$ cat src/core/tks_defines.svh
// Notes on behaviour
// - on command, talk request goes low at once; channel-one select after 60 ms.
// - while talk request is active and the limiter has not fired, keyed supply, exciter supply and antenna/mute assert.
// - talk request starts the transmit time limiter.
// - in repeater setups an active talk request blocks the squelch-gate keying path.
// - talk request clears the tone-squelch bypass latch only with tone and dc control.
// - exciter supply alone does not key; channel-one select must also be asserted.
// - keyed supply gate selects the normal tone encoder phase while asserted.
// - antenna/mute energizes the antenna relay and disables receive audio drivers.
// - on command removal talk request rises at once; supply and select hang 180 ms.
// - keyed supply removal triggers reverse tone burst or digital turn-off code.
// - stations without coded squelch also stay keyed through the same hang time.
// - exciter supply stays on as long as the delayed keyed supply is present.
// - hang end drops delayed supply, channel-one select and exciter supply together.
// - after exciter supply drops, wait 30 ms, then release antenna/mute high.
// - keying past the limiter period forces exciter off; antenna delay then follows.
// - limiter period is chosen from several settings by static straps.
`ifndef TKS_DEFINES_SVH
`define TKS_DEFINES_SVH

`define TKS_CLK_PERIOD_NS 100
`define TKS_TICK_NS 1000000
`define TKS_CH1_DELAY_MS 60
`define TKS_HANG_MS 180
`define TKS_ANT_DELAY_MS 30
`define TKS_TOT_SEL0_MS 30000
`define TKS_TOT_SEL1_MS 60000
`define TKS_TOT_SEL2_MS 90000
`define TKS_TOT_SEL3_MS 120000
`define TKS_MS_W 8
`define TKS_TOT_W 18
`define TKS_TICK_W 16

`endif

$ cat src/core/tks_pkg.sv
`default_nettype none
package tks_pkg;
    typedef enum logic [2:0] {
        ST_IDLE = 3'h0,
        ST_KEYUP = 3'h1,
        ST_KEYED = 3'h2,
        ST_HANG = 3'h3,
        ST_ANT = 3'h4
    } tks_state_t;
endpackage : tks_pkg
`default_nettype wire

$ cat src/core/tks_tick_if.sv
`default_nettype none
interface tks_tick_if;
    logic tick;
    modport src (output tick);
    modport dst (input tick);
endinterface : tks_tick_if
`default_nettype wire

$ cat src/core/tks_tick_gen.sv
`include "tks_defines.svh"
`default_nettype none
module tks_tick_gen #(
    parameter int TICK_CYCLES = `TKS_TICK_NS / `TKS_CLK_PERIOD_NS
) (
    input wire logic clk,
    input wire logic rst_n,
    tks_tick_if.src tk
);
    logic [`TKS_TICK_W-1:0] div_ff;
    logic tick_ff;

    always_ff @(posedge clk) begin
        if (!rst_n) begin
            div_ff <= '0;
            tick_ff <= 1'b0;
        end else if (div_ff == `TKS_TICK_W'(TICK_CYCLES - 1)) begin
            div_ff <= '0;
            tick_ff <= 1'b1;
        end else begin
            div_ff <= div_ff + `TKS_TICK_W'(1);
            tick_ff <= 1'b0;
        end
    end

    assign tk.tick = tick_ff;
endmodule : tks_tick_gen
`default_nettype wire

$ cat src/core/tks_sequencer.sv
`include "tks_defines.svh"
`default_nettype none
module tks_sequencer #(
    parameter int TICK_CYCLES = `TKS_TICK_NS / `TKS_CLK_PERIOD_NS,
    parameter int TOT0_MS = `TKS_TOT_SEL0_MS,
    parameter int TOT1_MS = `TKS_TOT_SEL1_MS,
    parameter int TOT2_MS = `TKS_TOT_SEL2_MS,
    parameter int TOT3_MS = `TKS_TOT_SEL3_MS
) (
    input wire logic clk,
    input wire logic rst_n,
    input wire logic line_cmd_pos,
    input wire logic cfg_tone_and_dc,
    input wire logic cfg_repeater,
    input wire logic [1:0] tot_sel,
    output logic line_talk_request_n,
    output logic keyed_supply_gate,
    output logic delayed_keyed_supply,
    output logic exciter_supply_en,
    output logic channel_one_select,
    output logic tx_keyed,
    output logic ant_switch_mute_n,
    output logic ant_relay_en,
    output logic rx_audio_drv_en,
    output logic tone_phase_normal,
    output logic encoder_turnoff,
    output logic squelch_gate_block,
    output logic tone_squelch_bypass_clr,
    output logic key_inhibit
);
    // ==========================================================
    // input synchronisers
    // ==========================================================
    logic cmd_meta_ff, cmd_ff;
    logic [3:0] cfg_meta_ff, cfg_ff;

    always_ff @(posedge clk) begin
        if (!rst_n) begin
            cmd_meta_ff <= 1'b0;
            cmd_ff <= 1'b0;
        end else begin
            cmd_meta_ff <= line_cmd_pos;
            cmd_ff <= cmd_meta_ff;
        end
    end

    // straps are static but still cross from pins
    always_ff @(posedge clk) begin
        if (!rst_n) begin
            cfg_meta_ff <= 4'h0;
            cfg_ff <= 4'h0;
        end else begin
            cfg_meta_ff <= {tot_sel, cfg_repeater, cfg_tone_and_dc};
            cfg_ff <= cfg_meta_ff;
        end
    end

    // ==========================================================
    // millisecond tick
    // ==========================================================
    tks_tick_if tk_if ();
    tks_tick_gen #(.TICK_CYCLES(TICK_CYCLES)) u_tick (
        .clk(clk),
        .rst_n(rst_n),
        .tk(tk_if.src)
    );
    logic tick;
    assign tick = tk_if.tick;

    // ==========================================================
    // transmit time limiter
    // ==========================================================
    logic [`TKS_TOT_W-1:0] tot_cnt_ff;
    logic [`TKS_TOT_W-1:0] tot_limit;
    logic inhibit_ff;

    always_comb begin
        case (cfg_ff[3:2])
            2'h0: tot_limit = `TKS_TOT_W'(TOT0_MS);
            2'h1: tot_limit = `TKS_TOT_W'(TOT1_MS);
            2'h2: tot_limit = `TKS_TOT_W'(TOT2_MS);
            default: tot_limit = `TKS_TOT_W'(TOT3_MS);
        endcase
    end

    always_ff @(posedge clk) begin
        if (!rst_n || !cmd_ff) begin
            tot_cnt_ff <= '0;
        end else if (tick && tot_cnt_ff != tot_limit) begin
            tot_cnt_ff <= tot_cnt_ff + `TKS_TOT_W'(1);
        end
    end

    always_ff @(posedge clk) begin
        if (!rst_n || !cmd_ff) begin
            inhibit_ff <= 1'b0;
        end else if (tot_cnt_ff == tot_limit) begin
            inhibit_ff <= 1'b1;
        end
    end

    // ==========================================================
    // keying sequence
    // ==========================================================
    tks_pkg::tks_state_t state_ff, nxt_state;
    logic [`TKS_MS_W-1:0] ms_cnt_ff;
    logic talk;
    assign talk = cmd_ff && !inhibit_ff;

    always_comb begin
        nxt_state = state_ff;
        case (state_ff)
            tks_pkg::ST_IDLE: begin
                if (talk) begin
                    nxt_state = tks_pkg::ST_KEYUP;
                end
            end
            tks_pkg::ST_KEYUP: begin
                if (inhibit_ff) begin
                    nxt_state = tks_pkg::ST_ANT;
                end else if (!cmd_ff) begin
                    nxt_state = tks_pkg::ST_HANG;
                end else if (ms_cnt_ff == `TKS_MS_W'(`TKS_CH1_DELAY_MS)) begin
                    nxt_state = tks_pkg::ST_KEYED;
                end
            end
            tks_pkg::ST_KEYED: begin
                if (inhibit_ff) begin
                    nxt_state = tks_pkg::ST_ANT;
                end else if (!cmd_ff) begin
                    nxt_state = tks_pkg::ST_HANG;
                end
            end
            tks_pkg::ST_HANG: begin
                if (talk) begin
                    nxt_state = channel_one_select ? tks_pkg::ST_KEYED : tks_pkg::ST_KEYUP;
                end else if (ms_cnt_ff == `TKS_MS_W'(`TKS_HANG_MS)) begin
                    nxt_state = tks_pkg::ST_ANT;
                end
            end
            tks_pkg::ST_ANT: begin
                if (talk) begin
                    nxt_state = tks_pkg::ST_KEYUP;
                end else if (ms_cnt_ff == `TKS_MS_W'(`TKS_ANT_DELAY_MS)) begin
                    nxt_state = tks_pkg::ST_IDLE;
                end
            end
            default: nxt_state = tks_pkg::ST_IDLE;
        endcase
    end

    always_ff @(posedge clk) begin
        if (!rst_n) begin
            state_ff <= tks_pkg::ST_IDLE;
        end else begin
            state_ff <= nxt_state;
        end
    end

    always_ff @(posedge clk) begin
        if (!rst_n || nxt_state != state_ff) begin
            ms_cnt_ff <= '0;
        end else if (tick) begin
            ms_cnt_ff <= ms_cnt_ff + `TKS_MS_W'(1);
        end
    end

    // ==========================================================
    // registered outputs
    // ==========================================================
    logic nxt_dly, nxt_ch1, nxt_gate;
    assign nxt_dly = nxt_state == tks_pkg::ST_KEYUP || nxt_state == tks_pkg::ST_KEYED
                     || nxt_state == tks_pkg::ST_HANG;
    assign nxt_ch1 = nxt_state == tks_pkg::ST_KEYED
                     || (nxt_state == tks_pkg::ST_HANG && channel_one_select);
    assign nxt_gate = cmd_ff && nxt_state != tks_pkg::ST_ANT && nxt_state != tks_pkg::ST_IDLE;

    // talk request follows command; rises at once
    always_ff @(posedge clk) begin
        if (!rst_n) begin
            line_talk_request_n <= 1'b1;
            squelch_gate_block <= 1'b0;
            tone_squelch_bypass_clr <= 1'b0;
        end else begin
            line_talk_request_n <= !cmd_ff;
            squelch_gate_block <= cmd_ff && cfg_ff[1];
            tone_squelch_bypass_clr <= cmd_ff && cfg_ff[0];
        end
    end

    // keyed supply gate; normal tone phase
    always_ff @(posedge clk) begin
        if (!rst_n) begin
            keyed_supply_gate <= 1'b0;
            tone_phase_normal <= 1'b0;
            encoder_turnoff <= 1'b0;
        end else begin
            keyed_supply_gate <= nxt_gate;
            tone_phase_normal <= nxt_gate;
            encoder_turnoff <= keyed_supply_gate && !nxt_gate;
        end
    end

    // exciter tracks delayed supply; hang regardless of squelch type
    always_ff @(posedge clk) begin
        if (!rst_n) begin
            delayed_keyed_supply <= 1'b0;
            exciter_supply_en <= 1'b0;
            channel_one_select <= 1'b0;
            tx_keyed <= 1'b0;
        end else begin
            delayed_keyed_supply <= nxt_dly;
            exciter_supply_en <= nxt_dly;
            channel_one_select <= nxt_ch1;
            tx_keyed <= nxt_dly && nxt_ch1;
        end
    end

    always_ff @(posedge clk) begin
        if (!rst_n) begin
            ant_switch_mute_n <= 1'b1;
            ant_relay_en <= 1'b0;
            rx_audio_drv_en <= 1'b1;
            key_inhibit <= 1'b0;
        end else begin
            ant_switch_mute_n <= nxt_state == tks_pkg::ST_IDLE;
            ant_relay_en <= nxt_state != tks_pkg::ST_IDLE;
            rx_audio_drv_en <= nxt_state == tks_pkg::ST_IDLE;
            key_inhibit <= inhibit_ff;
        end
    end
endmodule : tks_sequencer
`default_nettype wire

$ cat config.mk
export PLATFORM = sky130hd
export DESIGN_NAME = tks_sequencer
export DESIGN_NICKNAME = d
export VERILOG_FILES = /design/src/core/tks_pkg.sv /design/src/core/tks_tick_if.sv /design/src/core/tks_tick_gen.sv /design/src/core/tks_sequencer.sv
export VERILOG_INCLUDE_DIRS = /design/src /design/src/core
export SDC_FILE = /design/constraint.sdc
export NUM_CORES = 1
export LEC_CHECK = 0
export BUFFER_PORTS_ARGS = -buffer_cell sky130_fd_sc_hd__buf_4
export CAP_MARGIN = 20
export CELL_PAD_IN_SITES_DETAIL_PLACEMENT = 0
export CELL_PAD_IN_SITES_GLOBAL_PLACEMENT = 1
export CORE_MARGIN = 1.5
export CORE_UTILIZATION = 50
export CTS_BUF_LIST = sky130_fd_sc_hd__clkbuf_8
export DETAILED_ROUTE_END_ITERATION = 8
export PLACE_DENSITY = 0.82
export SYNTH_ARGS = -nofsm -noshare
export SYNTH_HDL_FRONTEND = slang
export SYNTH_SLANG_ARGS = --single-unit
export TNS_END_PERCENT = 30
$ cat constraint.sdc
create_clock -name clk -period 4.35 [get_ports clk]
set_input_delay 0.87 -clock clk [delete_from_list [all_inputs] [get_ports clk]]
set_output_delay 0.87 -clock clk [all_outputs]
set_load 0.01 [all_outputs]
==> summary.txt <==
Worst setup path
  – Critical path's largest stage delay: 400 ps
  – CP Class: flip-flop to flip-flop
  – Crit path max-delay family: compound AO/OA/AOI/OAI gates
  – R2R Setup Slk: 2350 ps
  – WP data required: 4610 ps
  – Max Fanout on Critical Path: 4
  – CP Cell Sequence: inv_1 > ha_1 > and3_1 > o211ai_1 > o41ai_4 > or3_1 > a21oi_1
  – Crit path launch type: flip-flop
  – Worst r2r src: cfg_ff[2]$_SDFF_PN0_
  – CP bufs+invs: 1
  – Worst setup EP type: flip-flop
  – Slowest library cell on the worst path: dfxtp_1
  – Crit path DAT: 2260 ps
  – FF-to-FF End: tot_cnt_ff[2]$_SDFFE_PP0P_
  – R2r worst-path depth: 7

Synth
  – Count leader, synth: dfxtp_1
  – Mapped Area: 3122 sq um
  – Synth top area share: 43.61%
  – Synth area leaders: dfxtp_1 (44%), xor2_1 (7.3%), nor2_1 (6.3%)
  – Ys Warns: 0
  – Top cells by count, synth: dfxtp_1 (68), nor2_1 (52), xor2_1 (26)
  – Cell count after synthesis: 339
  – Seq/Total Area, Yosys: 43.61%
  – Largest area contributor in the netlist: dfxtp_1
  – Syn_area_per_cell: 9.209 sq um
  – Ys flop type: dfxtp_1
  – Post-synth EDFFs: 0
  – Syn Nets: 356
  – Ys async rst share: 0%
  – Unique cell type count in the Yosys netlist: 53
  – FF+latch count, synth: 68

Clock network
  – Clk root buf: clkbuf_8
  – CTS H-tree lvls: 3
  – Postcts setup bufs: 0
  – Clock Latency Late Sink: 340 ps
  – Bufs on Longest Clock Path: 2
  – Number of gates resized after CTS: 0
  – Hold Buf Count CTS: 0
  – CTS sink cnt: 68
  – TritonCTS Buffers: 9
  – CTS tree: built
  – Clock transition at path regs: 70 ps

Power
  – Pwr Total: 0.001512 W
  – Peak supply drop: 0.0002567 V
  – Pleak: 1.341 nW
  – Pwr per Cell Area: 428.2 nW/um^2

STA
  – Worst slew pin tran: 664.4 ps
  – Fmax achieved: 500.1 MHz
  – Rel. slew slack: 55.01%
  – Finish-stage setup viols: 0
  – Final Hold Viols: 0
  – Ratio of final minimum period to clock period: 45.97%
  – Setup TNS Final: 0 ps
  – Final slew viol count: 0
  – Unrepaired setup endpoints after global routing: false
  – Minimum clock period: 2000 ps
  – Max Clock Skew: 6.911 ps

Layout
  – Final Core Density: 58.94%
  – Antenna cells: 0
  – # nets final: 372
  – Area added between synthesis and finish: 13.11%
  – Layout cell share with drive strength beyond 1: 13.06%

Detailed routing
  – Via density: 5.322
  – Pre-Repair DR Iteration Count: 4
  – DRC Markers: 0
  – ANT nets after route: 0
  – Routed wire length: 5595 um
  – First DRT Iteration DRCs: 95
  – WL/cell: 12.86 um
  – Via count: 2315

Worst hold path
  – Worst Hold End: cfg_ff[1]$_SDFF_PN0_
  – Min-delay worst type: flip-flop to flip-flop
  – Hold Path Stages: 1
  – HP Start: cfg_meta_ff[1]$_SDFF_PN0_

Die
  – Die Height: 82.02 um
  – Initial core utilization: 52.11%
  – Core Footprint: 5991 sq um
  – Die ar.: 6726 sq um
  – Die width: 82.02 um
  – Std cell rows: 28
  – Top Ports: 21

Global route
  – Antenna violations before repair: 0
  – Total congestion overflow: 0
  – Largest net degree at the start of global routing: 25
  – First-pass GRT wire length: 9591 um
  – Gr usage total: 18.71%
  – Vias in the first global route: 2154

Place
  – Number of buffers added on ports: 20
  – GPL Wtd Cong: 0.8182
  – DP Wirelength: 3921 um

Job
  – Max cap viols: 0

Run status
  – Outcome: completed
==> power by group <==
| part | internal [W] | leakage [nW] | switching [W] |
|---|---|---|---|
| clock network | 0.000396 | 0.122 | 0.000244 |
| registers | 0.000650 | 0.552 | 0.0000287 |
| logic | 0.0000832 | 0.666 | 0.000111 |
==> metrics by stage <==
stage | instance area (sq um) | instances | worst slack [ps] | hold WS, ps
global route | 3531 | 435 | 2247 | 446.8
CTS | 3531 | 435 | 2344 | 442.4
floorplan | 3122 | 339 | 2514 | 411.9
global placement | 3282 | 419 | 2295 | 413.5
finish | 3531 | 435 | 2350 | 437.4
detailed placement | 3282 | 419 | 2283 | 421.8
==> area by class of cell <==
cell class,count,area (sq um)
Clock inverter,6,111.4
Fill cell,534,2460
Sequential cell,68,1361
Multi-Input combinational cell,244,1632
Clock buffer,10,137.6
Tap cell,75,93.84
Inverter,12,45.04
Timing Repair Buffer,20,150.1
==> registers in the layout, indices dropped and copies added, names as in the netlist, 3 cells and up <==
register / count
state_ff: 3
u_tick.div_ff: 16
ms_cnt_ff: 8
cfg_ff: 4
cfg_meta_ff: 4
tot_cnt_ff: 18
==> layout by cell type (no fill, tap or decap), types with 2 or more instances in the layout <==
master and count:
o21bai_1 2, or3_1 6, nand3_1 12, o31ai_1 3, nor3b_1 3, o211a_1 3, bufinv_16 3, mux2i_1 3
xor2_1 26, ha_1 10, buf_4 20, nor3_1 4, and4_1 2, nand2_1 14, or3b_1 2, o221ai_1 2
a21oi_1 5, and4bb_2 2, and3_1 11, nor4b_1 3, and2_1 15, o21a_1 3, xnor2_1 9, nand4_1 16
clkbuf_8 10, nor2b_1 2, dfxtp_1 68, and3b_1 3, inv_1 12, nor2_1 52, o21ai_0 9, nor4_1 2
==> how the worst max path moves through the flow <==
stage | slack, ps | depth (start not counted) | to | startpoint
2_1_floorplan | 2510 | 7 | tot_cnt_ff[2]$_SDFFE_PP0P_ | cfg_ff[2]$_SDFF_PN0_
3_5_place_dp | 2280 | 5 | ms_cnt_ff[0]$_SDFFE_PP0P_ | rst_n
5_1_grt | 2250 | 7 | tot_cnt_ff[2]$_SDFFE_PP0P_ | cfg_ff[2]$_SDFF_PN0_
3_3_place_gp | 2290 | 5 | ms_cnt_ff[4]$_SDFFE_PP0P_ | rst_n
4_1_cts | 2340 | 7 | tot_cnt_ff[2]$_SDFFE_PP0P_ | cfg_ff[2]$_SDFF_PN0_
6_report | 2350 | 7 | tot_cnt_ff[2]$_SDFFE_PP0P_ | cfg_ff[2]$_SDFF_PN0_
==> worst register-to-register path: stages (launching register included) <==
cell and delay (ps):
dfxtp_1 400, inv_1 90, ha_1 320, and3_1 190
o211ai_1 310, o41ai_4 150, or3_1 340, a21oi_1 140
==> per-layer routing <==
| metal | track usage (%) | routed length (um) |
|---|---|---|
| met3 | 4.333 | 145 |
| met5 | 0 | 0 |
| met2 | 28.28 | 2415 |
| met1 | 25.15 | 2949 |
| met4 | 8.644 | 85 |
==> cell families after synthesis <==
| family | Yosys count | synth area share [%] |
|---|---|---|
| fa+ha+maj | 10 | 4.008 |
| xor+xnor | 35 | 9.820 |
| buf+inv | 27 | 4.128 |
| flops | 68 | 43.61 |
| simple gates | 158 | 27.98 |
| compound gates | 37 | 9.058 |
| mux | 4 | 1.403 |
Note: power is estimated with default switching activity, not from simulation.
